## config.mk

```make
export PLATFORM = sky130hd
export DESIGN_NAME = scsiwv_core
export DESIGN_NICKNAME = d
export VERILOG_FILES = /design/src/hw/scsiwv_pkg.sv /design/src/hw/scsiwv_core.sv
export SDC_FILE = /design/constraint.sdc
export NUM_CORES = 1
export LEC_CHECK = 0
export ABC_AREA = 1
export BUFFER_PORTS_ARGS = -buffer_cell sky130_fd_sc_hd__buf_2
export CAP_MARGIN = 10
export CORE_MARGIN = 5
export CORE_UTILIZATION = 30
export CTS_BUF_LIST = sky130_fd_sc_hd__clkbuf_2
export CTS_CLUSTER_DIAMETER = 40
export DETAILED_ROUTE_END_ITERATION = 16
export PLACE_DENSITY = 0.55
export SLEW_MARGIN = 20
export SYNTH_ARGS = -nofsm -noshare
export SYNTH_HDL_FRONTEND = slang
export SYNTH_SLANG_ARGS = --single-unit
```

## constraint.sdc

```tcl
create_clock -name pclk -period 8.5 [get_ports pclk]
set_input_delay 1.7 -clock pclk [delete_from_list [all_inputs] [get_ports pclk]]
set_output_delay 1.7 -clock pclk [all_outputs]
set_load 0.05 [all_outputs]
```

## src/hw/scsiwv_pkg.sv

```systemverilog
// constants, register map and types for the write/verify command interpreter
// assumes one clock domain shared by the bus, the media engine and this block
package scsiwv_pkg;
  localparam int           ADDR_W       = 8;
  // register byte offsets
  localparam logic [7:0]   OFS_CDB0     = 8'h00;
  localparam logic [7:0]   OFS_CDB1     = 8'h04;
  localparam logic [7:0]   OFS_CDB2     = 8'h08;
  localparam logic [7:0]   OFS_CTRL     = 8'h0C;
  localparam logic [7:0]   OFS_BLKLEN   = 8'h10;
  localparam logic [7:0]   OFS_STATUS   = 8'h14;
  localparam logic [7:0]   OFS_LASTLBA  = 8'h18;
  // control fields
  localparam int           CTRL_GO      = 0;
  localparam int           CTRL_WCE     = 1;
  localparam logic [15:0]  BLKLEN_RST   = 16'h0200;
  // status fields
  localparam int           STS_BUSY     = 0;
  localparam int           STS_FLUSH    = 1;
  localparam int           STS_DFR      = 2;
  localparam int           STS_DFRSEEN  = 3;
  localparam int           STS_CODE_LO  = 8;
  localparam int           STS_KEY_LO   = 16;
  localparam int           STS_ASC_LO   = 24;
  // descriptor fields
  localparam logic [7:0]   OPC_VERIFY   = 8'h2F;
  localparam logic [7:0]   OPC_WRITE6   = 8'h0A;
  localparam logic [7:0]   OPC_WRITE10  = 8'h2A;
  localparam logic [7:0]   OPC_WRVFY    = 8'h2E;
  localparam int           B1_RELATIVE_ADDRESS_FLAG    = 0;
  localparam int           B1_BYTCMP    = 1;
  localparam int           B1_FORCE     = 3;
  localparam int           W6_LBA_HI_W  = 5;
  localparam logic [16:0]  W6_ZERO_CNT  = 17'h00100;
  localparam logic [32:0]  BYTCMP_LIMIT = 33'h000008000;
  // status and sense values
  localparam logic [7:0]   ST_GOOD      = 8'h00;
  localparam logic [7:0]   ST_CHECK     = 8'h02;
  localparam logic [3:0]   KEY_NONE     = 4'h0;
  localparam logic [3:0]   KEY_MEDIUM   = 4'h3;
  localparam logic [3:0]   KEY_ILLEGAL  = 4'h5;
  localparam logic [3:0]   KEY_MISCMP   = 4'hE;
  localparam logic [7:0]   ASC_NONE     = 8'h00;
  localparam logic [7:0]   ASC_WR_ERR   = 8'h0C;
  localparam logic [7:0]   ASC_RD_ERR   = 8'h11;
  localparam logic [7:0]   ASC_CMP_ERR  = 8'h1D;
  localparam logic [7:0]   ASC_BAD_OPC  = 8'h20;
  localparam logic [7:0]   ASC_BAD_FLD  = 8'h24;
  // media operations
  localparam logic [1:0]   MOP_VERIFY   = 2'h0;
  localparam logic [1:0]   MOP_WRITE    = 2'h1;
  localparam logic [1:0]   MOP_WRVFY    = 2'h2;

  typedef enum logic [1:0] {
    SCSIWV_IDLE   = 2'b00,
    SCSIWV_DECODE = 2'b01,
    SCSIWV_WAIT   = 2'b10
  } scsiwv_state_t;
endpackage

```

## src/hw/scsiwv_core.sv

```systemverilog
// write, verify and write-and-verify command interpreter with an APB register file
// assumes the media engine runs on pclk and answers no earlier than the cycle after med_req
`timescale 1ns/1ps
`default_nettype none

module scsiwv_core (
  input  wire logic                          pclk,
  input  wire logic                          presetn,
  input  wire logic                          psel,
  input  wire logic                          penable,
  input  wire logic                          pwrite,
  input  wire logic [scsiwv_pkg::ADDR_W-1:0] paddr,
  input  wire logic [31:0]                   pwdata,
  output logic      [31:0]                   prdata,
  output logic                               pready,
  output logic                               pslverr,
  output logic                               med_req,
  output logic      [1:0]                    med_op,
  output logic      [31:0]                   med_lba,
  output logic      [16:0]                   med_count,
  output logic      [32:0]                   med_xfer_bytes,
  output logic                               med_compare,
  output logic                               med_need_data,
  output logic                               med_force,
  input  wire logic                          med_staged,
  input  wire logic                          med_done,
  input  wire logic                          med_miscmp,
  input  wire logic                          med_rd_err,
  input  wire logic                          med_wr_err,
  output logic                               cmd_done
);
  typedef struct packed {
    scsiwv_pkg::scsiwv_state_t state;
    logic [31:0] cdb0;
    logic [31:0] cdb1;
    logic [15:0] cdb2;
    logic        go_pend;
    logic        write_cache_enable;
    logic [15:0] blk_len;
    logic [7:0]  stat;
    logic [3:0]  key;
    logic [7:0]  asc;
    logic        flush_pend;
    logic        dfr_pend;
    logic [3:0]  dfr_key;
    logic [7:0]  dfr_asc;
    logic        dfr_seen;
    logic [31:0] last_lba;
    logic        early_ok;
    logic        med_req;
    logic [1:0]  med_op;
    logic [31:0] med_lba;
    logic [16:0] med_count;
    logic [32:0] med_bytes;
    logic        med_cmp;
    logic        med_data;
    logic        med_force;
    logic        cmd_done;
    logic [31:0] prdata;
    logic        pready;
    logic        pslverr;
  } scsiwv_st_t;
  scsiwv_st_t st_r;
  scsiwv_st_t st_nxt;
  function automatic logic [7:0] cdb_byte(input scsiwv_st_t s, input int idx);
    logic [79:0] all;
    all = {s.cdb2, s.cdb1, s.cdb0};
    return all[idx*8 +: 8];
  endfunction
  logic [7:0]  d_op;
  logic [7:0]  d_b1;
  logic        d_vfy;
  logic        d_w6;
  logic        d_w10;
  logic        d_wv;
  logic [31:0] d_lba;
  logic [16:0] d_cnt;
  logic        d_cmp;
  logic        d_rel;
  logic [32:0] d_bytes;
  logic [31:0] d_target;
  logic        bus_rd;
  logic        bus_wr;
  logic        hit;
  logic [31:0] rd_word;
  logic        busy;
  logic        fail;
  logic [3:0]  fail_key;
  logic [7:0]  fail_asc;
  always_comb begin
    st_nxt = st_r;
    st_nxt.cmd_done = 1'b0;
    st_nxt.med_req = 1'b0;
    busy = (st_r.state != scsiwv_pkg::SCSIWV_IDLE) || st_r.go_pend;
    d_op  = cdb_byte(st_r, 0);
    d_b1  = cdb_byte(st_r, 1);
    d_vfy = (d_op == scsiwv_pkg::OPC_VERIFY);
    d_w6  = (d_op == scsiwv_pkg::OPC_WRITE6);
    d_w10 = (d_op == scsiwv_pkg::OPC_WRITE10);
    d_wv  = (d_op == scsiwv_pkg::OPC_WRVFY);
    if (d_w6) begin
      d_lba = {11'h000, d_b1[scsiwv_pkg::W6_LBA_HI_W-1:0], cdb_byte(st_r, 2),
               cdb_byte(st_r, 3)};
      d_cnt = (cdb_byte(st_r, 4) == 8'h00) ? scsiwv_pkg::W6_ZERO_CNT
              : {9'h000, cdb_byte(st_r, 4)};
    end else begin
      d_lba = {cdb_byte(st_r, 2), cdb_byte(st_r, 3),
               cdb_byte(st_r, 4), cdb_byte(st_r, 5)};
      d_cnt = {1'b0, cdb_byte(st_r, 7), cdb_byte(st_r, 8)};
    end
    d_cmp    = (d_vfy || d_wv) && d_b1[scsiwv_pkg::B1_BYTCMP];
    d_rel    = d_w10 && d_b1[scsiwv_pkg::B1_RELATIVE_ADDRESS_FLAG];
    d_bytes  = 33'(d_cnt * st_r.blk_len);
    // signed offset wraps naturally in a 32-bit sum
    d_target = d_rel ? 32'(st_r.last_lba + d_lba) : d_lba;
    // media result: unreadable data outranks a mismatch
    fail     = med_rd_err || med_wr_err || med_miscmp;
    fail_key = scsiwv_pkg::KEY_MISCMP;
    fail_asc = scsiwv_pkg::ASC_CMP_ERR;
    if (med_rd_err) begin
      fail_key = scsiwv_pkg::KEY_MEDIUM;
      fail_asc = scsiwv_pkg::ASC_RD_ERR;
    end else if (med_wr_err) begin
      fail_key = scsiwv_pkg::KEY_MEDIUM;
      fail_asc = scsiwv_pkg::ASC_WR_ERR;
    end
    if (st_r.flush_pend && med_done) begin
      st_nxt.flush_pend = 1'b0;
      if (fail) begin
        st_nxt.dfr_pend = 1'b1;
        st_nxt.dfr_key  = fail_key;
        st_nxt.dfr_asc  = fail_asc;
      end
    end
    unique case (st_r.state)
      scsiwv_pkg::SCSIWV_IDLE: begin
        // a new command waits until the cache flush has finished
        if (st_r.go_pend && !st_r.flush_pend) begin
          st_nxt.go_pend = 1'b0;
          st_nxt.state   = scsiwv_pkg::SCSIWV_DECODE;
        end
      end
      scsiwv_pkg::SCSIWV_DECODE: begin
        st_nxt.state    = scsiwv_pkg::SCSIWV_IDLE;
        st_nxt.cmd_done = 1'b1;
        st_nxt.stat     = scsiwv_pkg::ST_GOOD;
        st_nxt.key      = scsiwv_pkg::KEY_NONE;
        st_nxt.asc      = scsiwv_pkg::ASC_NONE;
        st_nxt.dfr_seen = 1'b0;
        if (st_r.dfr_pend) begin
          // the held error ends this command in place of running it
          st_nxt.dfr_pend = 1'b0;
          st_nxt.dfr_seen = 1'b1;
          st_nxt.stat     = scsiwv_pkg::ST_CHECK;
          st_nxt.key      = st_r.dfr_key;
          st_nxt.asc      = st_r.dfr_asc;
        end else if (!(d_vfy || d_w6 || d_w10 || d_wv)) begin
          st_nxt.stat = scsiwv_pkg::ST_CHECK;
          st_nxt.key  = scsiwv_pkg::KEY_ILLEGAL;
          st_nxt.asc  = scsiwv_pkg::ASC_BAD_OPC;
        end else if (d_cmp && (d_bytes > scsiwv_pkg::BYTCMP_LIMIT)) begin
          st_nxt.stat = scsiwv_pkg::ST_CHECK;
          st_nxt.key  = scsiwv_pkg::KEY_ILLEGAL;
          st_nxt.asc  = scsiwv_pkg::ASC_BAD_FLD;
        end else if (d_cnt == 17'h00000) begin
          // seek-like: nothing moves, the address still counts as accessed
          st_nxt.last_lba = d_target;
        end else begin
          st_nxt.state     = scsiwv_pkg::SCSIWV_WAIT;
          st_nxt.cmd_done  = 1'b0;
          st_nxt.med_req   = 1'b1;
          st_nxt.med_lba   = d_target;
          st_nxt.med_count = d_cnt;
          st_nxt.med_bytes = d_bytes;
          st_nxt.med_cmp   = d_cmp;
          st_nxt.med_data  = !d_vfy || d_cmp;
          st_nxt.med_force = d_w10 && d_b1[scsiwv_pkg::B1_FORCE];
          st_nxt.med_op    = d_vfy ? scsiwv_pkg::MOP_VERIFY
                             : (d_wv ? scsiwv_pkg::MOP_WRVFY
                                     : scsiwv_pkg::MOP_WRITE);
          st_nxt.early_ok  = !d_vfy && !d_wv && st_r.write_cache_enable
                             && !(d_w10 && d_b1[scsiwv_pkg::B1_FORCE]);
          st_nxt.last_lba  = 32'(d_target + {15'h0000, d_cnt} - 32'h00000001);
        end
      end
      scsiwv_pkg::SCSIWV_WAIT: begin
        if (med_done) begin
          st_nxt.state    = scsiwv_pkg::SCSIWV_IDLE;
          st_nxt.cmd_done = 1'b1;
          if (fail) begin
            st_nxt.stat = scsiwv_pkg::ST_CHECK;
            st_nxt.key  = fail_key;
            st_nxt.asc  = fail_asc;
          end
        end else if (med_staged && st_r.early_ok) begin
          st_nxt.state      = scsiwv_pkg::SCSIWV_IDLE;
          st_nxt.cmd_done   = 1'b1;
          st_nxt.flush_pend = 1'b1;
        end
      end
      default: begin
        st_nxt.state = scsiwv_pkg::SCSIWV_IDLE;
      end
    endcase
    // APB: one wait state, data and reply settle on the same edge that pready rises
    bus_rd = psel && penable && !st_r.pready;
    bus_wr = psel && penable && st_r.pready && pwrite;
    hit    = 1'b1;
    rd_word = 32'h00000000;
    case (paddr)
      scsiwv_pkg::OFS_CDB0:    rd_word = st_r.cdb0;
      scsiwv_pkg::OFS_CDB1:    rd_word = st_r.cdb1;
      scsiwv_pkg::OFS_CDB2:    rd_word = {16'h0000, st_r.cdb2};
      scsiwv_pkg::OFS_CTRL:    rd_word = {30'h00000000, st_r.write_cache_enable, st_r.go_pend};
      scsiwv_pkg::OFS_BLKLEN:  rd_word = {16'h0000, st_r.blk_len};
      scsiwv_pkg::OFS_STATUS: begin
        rd_word[scsiwv_pkg::STS_BUSY]    = busy;
        rd_word[scsiwv_pkg::STS_FLUSH]   = st_r.flush_pend;
        rd_word[scsiwv_pkg::STS_DFR]     = st_r.dfr_pend;
        rd_word[scsiwv_pkg::STS_DFRSEEN] = st_r.dfr_seen;
        rd_word[scsiwv_pkg::STS_CODE_LO +: 8] = st_r.stat;
        rd_word[scsiwv_pkg::STS_KEY_LO +: 4]  = st_r.key;
        rd_word[scsiwv_pkg::STS_ASC_LO +: 8]  = st_r.asc;
      end
      scsiwv_pkg::OFS_LASTLBA: rd_word = st_r.last_lba;
      default:                 hit = 1'b0;
    endcase
    st_nxt.pready = bus_rd;
    if (bus_rd) begin
      st_nxt.prdata  = pwrite ? 32'h00000000 : rd_word;
      st_nxt.pslverr = !hit;
    end
    if (bus_wr) begin
      unique case (paddr)
        scsiwv_pkg::OFS_CDB0:   st_nxt.cdb0 = pwdata;
        scsiwv_pkg::OFS_CDB1:   st_nxt.cdb1 = pwdata;
        scsiwv_pkg::OFS_CDB2:   st_nxt.cdb2 = pwdata[15:0];
        scsiwv_pkg::OFS_BLKLEN: st_nxt.blk_len = pwdata[15:0];
        scsiwv_pkg::OFS_CTRL: begin
          st_nxt.write_cache_enable = pwdata[scsiwv_pkg::CTRL_WCE];
          // a start while busy is dropped; software polls busy first
          if (pwdata[scsiwv_pkg::CTRL_GO] && !busy) begin
            st_nxt.go_pend = 1'b1;
          end
        end
        default: ;
      endcase
    end
  end
  always_ff @(posedge pclk or negedge presetn) begin
    if (!presetn) begin
      st_r         <= '0;
      st_r.state   <= scsiwv_pkg::SCSIWV_IDLE;
      st_r.blk_len <= scsiwv_pkg::BLKLEN_RST;
    end else begin
      st_r <= st_nxt;
    end
  end
  assign prdata         = st_r.prdata;
  assign pready         = st_r.pready;
  assign pslverr        = st_r.pslverr;
  assign med_req        = st_r.med_req;
  assign med_op         = st_r.med_op;
  assign med_lba        = st_r.med_lba;
  assign med_count      = st_r.med_count;
  assign med_xfer_bytes = st_r.med_bytes;
  assign med_compare    = st_r.med_cmp;
  assign med_need_data  = st_r.med_data;
  assign med_force      = st_r.med_force;
  assign cmd_done       = st_r.cmd_done;
endmodule // scsiwv_core

`default_nettype wire

```

## Word level (Yosys, flattened, before mapping)

Index checks and enable logic that the tools add are counted.

| word-level totals | value |
|---|---|
| register bits | 291 |
| bits of input ports | 50 |
| output and inout bits | 123 |
| word-level logic and storage cells | 154 |

| operators by class | value |
|---|---|
| $add $sub $neg | 3 |
| $mul | 1 |
| order comparisons | 1 |
| equality and inequality tests | 16 |
| muxes and demuxes | 54 |
| bitwise operators | 3 |
| reductions and logical operators | 47 |

Operators with widths:

| operator | count |
|---|---|
| 89-bit two-way mux | 4 |
| 32-bit two-way mux | 4 |
| 88-bit two-way mux | 1 |
| 12-bit case mux with 6 select lines | 1 |
| 14-bit two-way mux | 4 |
| 20-bit two-way mux | 2 |
| 20-bit case mux with 2 select lines | 1 |
| 33-bit by 16-bit greater-than comparator with 1-bit output (second input constant) | 1 |
| 17-bit by 16-bit multiplier with 33-bit output | 1 |
| 32-bit by 17-bit adder with 32-bit output | 1 |
| 32-bit adder | 1 |
| 16-bit two-way mux | 2 |
| 8-bit case mux with 4 select lines | 1 |
| 32-bit by 1-bit subtractor with 32-bit output (second input constant) | 1 |
| 4-bit case mux with 7 select lines | 1 |
| 8-bit by 4-bit == test with 1-bit output (second input constant) | 3 |
| 8-bit by 5-bit == test with 1-bit output (second input constant) | 3 |
| 8-bit by 6-bit == test with 1-bit output (second input constant) | 3 |
| 2-bit two-way mux | 10 |
| 4-bit case mux with 5 select lines | 1 |
| 18-bit two-way mux | 1 |
| 17-bit logical NOT | 1 |
| 8-bit logical NOT | 2 |
| 1-bit logical AND | 15 |
| 23 further kinds | 60 |

## Depth between registers and ports, before layout

Gate-level depths: netlist (run 1).

| logic depth | value |
|---|---|
| depth in word-level cells | 10 |
| mapped depth | 43 |
| depth with buffers taken out | 41 |

## Worst setup path before layout (run 1)

No wires, ideal clock.

| timing path | value |
|---|---|
| path kind | register to register |
| from | register st_r, in the netlist d_op[2] |
| to | register st_r, in the netlist med_lba[20] |
| library setup time | 0.134 ns |
| arrival time | 6.855 ns |
| data required time | 8.366 ns |
| slack | 1.512 ns |
| stages on the path, launching flop included | 40 |
| buffers on the path | 4 |
| clock period less this slack | 6.988 ns |
| cells stage by stage | dfrtp_1 or2_1 nor2_2 nand2_2 buf_2 nand2_1 o21ai_2 inv_2 clkbuf_1 nand2_1 fa_1 inv_1 fa_1 inv_1 fa_1 inv_1 fa_1 fa_1 (+4 left out) nand2_1 nor2_1 inv_1 nor2_1 and2_1 nand2_1 nand3_1 nand2_1 nor2_1 nand2_1 nor2_1 nand4_1 nand3_2 nand4_4 buf_6 buf_2 nand2_1 o21ai_1 |

| between the ends | value |
|---|---|
| cells in the longest elaborated chain, start to end | 7 |
| elaborated cells between the ends (all ways) | 21 |
| classes of those cells | add/sub: 1; mul: 1; order compare: 1; eq/ne: 4; mux: 3; bitwise: 2; reduce/logical: 9 |

Ends and longest elaborated chain:

| what | line | source |
|---|---|---|
| start, declared | scsiwv_core.sv:63 | `scsiwv_st_t st_r;` |
| start signal, assigned | scsiwv_core.sv:256 | `st_r <= st_nxt;` |
| 8-bit by 4-bit == test with 1-bit output | scsiwv_core.sv:98 | `d_w6 = (d_op == scsiwv_pkg::OPC_WRITE6);` |
| 16-bit two-way mux | scsiwv_core.sv:101 | `if (d_w6) begin` |
| 17-bit by 16-bit multiplier with 33-bit output | scsiwv_core.sv:113 | `d_bytes = 33'(d_cnt * st_r.blk_len);` |
| 33-bit by 16-bit greater-than comparator with 1-bit output | scsiwv_core.sv:161 | `end else if (d_cmp && (d_bytes > scsiwv_pkg::BYTCMP_LIMIT)) begin` |
| 1-bit logical AND | scsiwv_core.sv:161 |  |
| 1-bit NOT (no line) | n/a |  |
| 5-bit AND reduction (no line) | n/a |  |

Parallel ways exist; a longest one is shown, timed or not.
A chain may end at the register's enable or synchronous reset.

## Worst setup path in the final report (run 1)

| timing path | value |
|---|---|
| from | register st_r, in the netlist d_op[7] |
| to | register st_r, in the netlist med_lba[15] |

Same word-level chain as after synthesis.

==> results of run 1 <==
## placed cells by master (no fill, tap or decap), drive strengths merged, types with 3 or more instances in the layout
cell,count
a32o,5
nand4,29
o21a,8
a21oi,106
clkbuf,112
diode,5
o221ai,3
nor4,4
fa,197
nand3,89
a21boi,7
or2,11
xor2,32
o21bai,4
nor2,289
o21ai,375
a21o,6
a31oi,8
a211oi,10
nor3,21
dfrtp,271
inv,584
o22ai,10
nand2,983
xnor2,30
a221oi,18
o2111ai,5
buf,221
ha,188
clkinv,19
## flip-flops by register name, summed over array words and instances (netlist names)
name / flops
st_r: 134
med_xfer_bytes: 33
med_lba: 32
prdata: 32
med_count: 16
d_b1: 8
d_op: 8
med_op: 2
cmd_done: 1
med_compare: 1
med_force: 1
med_need_data: 1
med_req: 1
pready: 1
pslverr: 1
## kinds of logic (layout without fill, tap and decap cells)
family | count (synthesis) | count (layout) | synth area share
XOR/XNOR | 62 | 62 | 0.0208
AND/OR/NAND/NOR | 1431 | 1431 | 0.217
flip-flops | 272 | 272 | 0.261
other | 1 | 6 | 0.000144
AO/OA/AOI/OAI | 573 | 573 | 0.120
adder cells (fa/ha/maj) | 385 | 385 | 0.241
buffers and inverters | 821 | 939 | 0.140
## where the power goes
part           switching [mW]  leakage, nW  internal (mW)
logic                   0.177         10.5         0.0633
clock network           0.604        0.507          0.378
registers              0.0192         3.77           1.32
## metrics by stage
stage	worst slack [ps]	area, µm²	instances	power [mW]
floorplan	1510	26100	3545	1.50
global placement	361	27400	4690	1.60
detailed placement	314	27400	4690	1.61
CTS	181	28000	4813	2.61
global route	32.0	28100	4822	2.70
finish	566	28100	4823	2.56
## cell type report
class                   count  area, µm²  share of cell area
inverters                 595       2240              0.0796
clock inverters            11       83.8             0.00298
multi-input cells        2452      15700               0.558
repair buffers            221       1270              0.0451
clock buffers             112        561              0.0199
diodes                      5       12.5            0.000445
flip-flops and latches    272       6810               0.242
well taps                1155       1450              0.0514
## per-layer routing
metal  vias up  share of wire  track usage
met3       165          0.057       0.0272
met2       701           0.50        0.343
met5         -        0.00028            0
met4         4          0.039       0.0747
met1     11100           0.40        0.232
li1      11100              -            -
## worst max-delay path by stage
stage,from,endpoint,slack [ps],depth (start not counted)
after global routing,d_op[7],med_count[15],30,36
final,d_op[7],med_lba[15],570,34
after CTS,d_op[3],med_count[15],180,36
after global placement,d_op[3],med_xfer_bytes[15],360,37
after detailed placement,d_op[3],med_lba[21],310,35
after floorplan,d_op[2],med_lba[20],1510,39
## what timing repair did
| action | 4_1_cts | 5_1_grt |
|---|---|---|
| hold buffers | 0 | 0 |
| buffers inserted | 0 | 5 |
| gates resized for setup | 0 | 4 |
| endpoints found under the hold margin | 0 | 0 |
| setup endpoints to repair | 0 | 125 |
==> results.toml, run 1 <==
[drt]
antenna_left = 0
remaining_drc_errors = 0
routedWlPerCell_um = 18.6
finalWirelength_um = 89800
dr.pass1.iters = 6
drt_iter0_markers = 1563
viasPerCell = 4.79
via_count = 23100

[grt]
grt_max_degree = 113
grt_pass1_wl_um = 139000
grt_pass1_vias = 23600
overflow = 0
antenna_found_initial = 7
grt_usage = 0.191

[floorplan]
io_pins = 173
start_util = 0.301
die_y_um = 305
core_um2 = 86600
die_area_um2 = 93000
die_w_um = 305
fp-row-count = 108

[layout]
final_nets = 4053
fillers = 9469
syn_to_final_growth_pct = 7.63
final_util = 0.324
drive_above_1_share = 0.102

[sta]
maxSlewHeadroom = 0.326
whs_ps = 470
rsz0062_at_grt = "false"
setup_tns_ps = 0
slew_violations = 0
fin_crit_sh = 0.933
hold_viol_final = 0
fmax_mhz = 126
setup_viol = 0
fin_crit_ps = 7930
tightestPinTransition_ps = 1010
finClkSkew_ps = 121

[logic_synthesis]
synthTopCellsByArea = "dfrtp_1 26%, fa_1 15%, nand2_1 14%"
yosysWarnings = 0
synthArstFlopShare = 1.00
ys_ff_latch = 272
synth_ff_type = "dfrtp_1"
synth.cells.most_frequent = "978 x nand2_1, 579 x inv_1, 288 x nor2_1"
synth.distinct_cells = 52
synth_enable_flop_cells = 0
seq_area_frac_synth = 0.261
synth.avg_cell_area_um2 = 7.37
yosysMostFrequentCell = "nand2_1"
syn_area_um2 = 26100
synthCells = 3545
synth.largest_area_cell = "dfrtp_1"
synth_nets = 3980
netlist.area_leader.share = 0.260

[status]
run_status = "complete, no violations"

[clocking]
cts_tree = "built"
clkSlewWorstSetupHoldPaths_ps = 100
cts-buffers-inserted = 76
h-tree-depth = 3
root_buffer = "clkbuf_2"
cts_buffer_depth = 3
cts.sinks = 272
clkLatencyLatePin_ps = 1110

[critical_path]
r2r-end = "med_lba[15]"
required_ps = 9360
worst-path-buf-inv = 8
worstPathMaxFanout = 90
startpoint_type = "register"
cp.arrival_ps = 8790
cp_slowest_stage_delay_ps = 540
r2r_cells = 34
r2r_slack_ps = 570
path_delay_family = "adder cells"
end_kind = "register"
r2r-start = "d_op[7]"
cp_common_cell = "nand2_1"
cp_slowest_cell = "fa_1"
path_class = "register to register"

[flow_run]
maxCapViolCount = 0

[power]
irDropWorstVdd_v = 0.0000632
powerDensity_nw_per_um2 = 91.1
power.leakage_nw = 14.8

[hold_path]
hold_start = "pready"
hold_depth = 1
holdPathEnd = "pready"
hold_path.class = "register to register"

[placed_design]
hpwl_um = 71900
place.gp.congestion = 0.945
port_buffers = 171
Power figures use the tool's default switching activity.
==> run 2, diff against run 1 <==
==> constraint.sdc (replaced) <==
create_clock -name pclk -period 8.5 [get_ports pclk]
set_input_delay 1.275 -clock pclk [delete_from_list [all_inputs] [get_ports pclk]]
set_output_delay 1.275 -clock pclk [all_outputs]
set_load 0.05 [all_outputs]
==> results.toml, run 2 (synthesis gave the netlist of run 1 again) <==
[status]
run_status = "complete, no violations"

[sta]
maxSlewHeadroom = 0.316
rsz0062_at_grt = "false"
fin_crit_ps = 7910
tightestPinTransition_ps = 1020
slew_violations = 0
fin_crit_sh = 0.931
hold_viol_final = 0
fin_ws_ps = 589
fmax_mhz = 126
setup_tns_ps = 0
whs_ps = 256
setup_viol = 0
finClkSkew_ps = 137

[grt]
antenna_found_initial = 4
grt_max_degree = 107
grt_usage = 0.191
grt_use_met1 = 0.233
overflow = 0
top_usage_layer = "met2"
grtUsageMet2 = 0.339
use_met3 = 0.0278
grt_pass1_wl_um = 138000
grt_pass1_vias = 23500

[clocking]
cts.sinks = 272
root_buffer = "clkbuf_2"
ctsHoldBuffers = 0
cts-buffers-inserted = 74
clkSlewWorstSetupHoldPaths_ps = 110
clkLatencyLatePin_ps = 1100
cts_buffer_depth = 3
cts_tree = "built"
h-tree-depth = 3

[placed_design]
hpwl_um = 71700
port_buffers = 171
place.gp.congestion = 0.946
place_inst = 4690
dpl_worst_slack_ps = 276

[drt]
finalWirelength_um = 90100
viasPerCell = 4.81
drt_iter0_markers = 1585
remaining_drc_errors = 0
antenna_left = 0
dr.pass1.iters = 7
routedWlPerCell_um = 18.7
via_count = 23200

[power]
fin_total_pwr_mw = 2.63
swShare = 0.307
combPwrFrac = 0.092
clkPwrFrac = 0.399
powerDensity_nw_per_um2 = 93.2
p_seq_frac = 0.509
power.leakage_nw = 14.8
irDropWorstVdd_v = 0.0000649
p_int_mw = 1.82
p_sw_uw = 808

[floorplan]
die_w_um = 305
io_pins = 173
core_um2 = 86600
fp-row-count = 108
die_y_um = 305
start_util = 0.301
die_area_um2 = 93000

[flow_run]
maxCapViolCount = 0

[critical_path]
startpoint_type = "register"
cp_slowest_stage_delay_ps = 550
path_class = "register to register"
cp_slowest_cell = "fa_1"
end_kind = "register"
required_ps = 9430
cp_common_cell = "fa_1"
cp.arrival_ps = 8840
worstPathMaxFanout = 49

[layout]
largest-register = "st_r"
syn_to_final_growth_pct = 8.04
fillers = 9535
final_nets = 4049
seqCellArea_um2 = 6810
final_cells = 4824
drive_above_1_share = 0.103
final_cell_mix = "976 x nand2_1, 576 x inv_1, 286 x nor2_1"
multi_input_area_um2 = 15700
final_common_cell = "nand2_1"
largest_reg_flops = 134

[hold_path]
hold_path.class = "primary input to async pin"
[run 2: cell types whose count changed in the layout (fill, tap and decap cells not counted), moves of 2 or more]
| cell | change |
|---|---|
| buf_4 | -4 |
| bufinv_16 | +2 |
| clkbuf_2 | -2 |
| clkinv_1 | +2 |
| clkinv_2 | +2 |
| clkinvlp_4 | +3 |
| diode_2 | -2 |
| inv_1 | -2 |
[run 2: worst paths after layout]
check,slack (ps),depth (start not counted),end,from
max in group asynchronous,6680,2,med_count[9],presetn
min in group pclk,390,2,st_r[170],med_done
worst min-delay path,260,1,st_r[244],presetn
worst max-delay path,590,33,st_r[137],d_op[2]
worst min register to register,470,1,pready,pready
worst max register to register,590,33,st_r[137],d_op[2]
[run 2: power by group through the flow]
stage	registers (mW)	logic, mW	clock network (mW)
after floorplan	1.37	0.135	0
after global placement	1.36	0.242	0
after detailed placement	1.36	0.242	0
after CTS	1.34	0.243	1.09
after global routing	1.34	0.271	1.15
final	1.34	0.242	1.05
[run 2: layer usage]
layer  wire length [µm]  up-vias  share of wire
li1                   -    11100              -
met1              36400    11200           0.40
met2              44900      705           0.50
met3               4970      178          0.055
met4               3870        2          0.043
met5                 13        -        0.00014
[run 2: worst max-delay path, delay by kind of cell (launching register included)]
kind	cells	cell delay [ps]
AOI/OAI and AO/OA	1	170
DFF	1	420
buffers and inverters	7	1460
adders and majority gates	7	3350
and+or+nand+nor	18	2360
[run 2: area by class of cell]
class | count | area share
sequential | 272 | 0.241
clock inverter | 18 | 0.00585
multi-input combinational | 2452 | 0.557
antenna | 3 | 0.000266
inverter | 595 | 0.0797
clock buffer | 110 | 0.0195
tap | 1155 | 0.0512
timing repair buffer | 219 | 0.0454
[run 2: stage by stage]
step                      instance area (µm²)   util
after global routing                    28200  0.326
final                                   28200  0.326
after global placement                  27400  0.316
after floorplan                         26100      -
after detailed placement                27400  0.316
after CTS                               28100  0.324
[run 2: what timing repair did]
action | in CTS | in global routing
setup buffers | 0 | 2
endpoints found under the setup margin | 0 | 122
gates resized for setup | 0 | 13
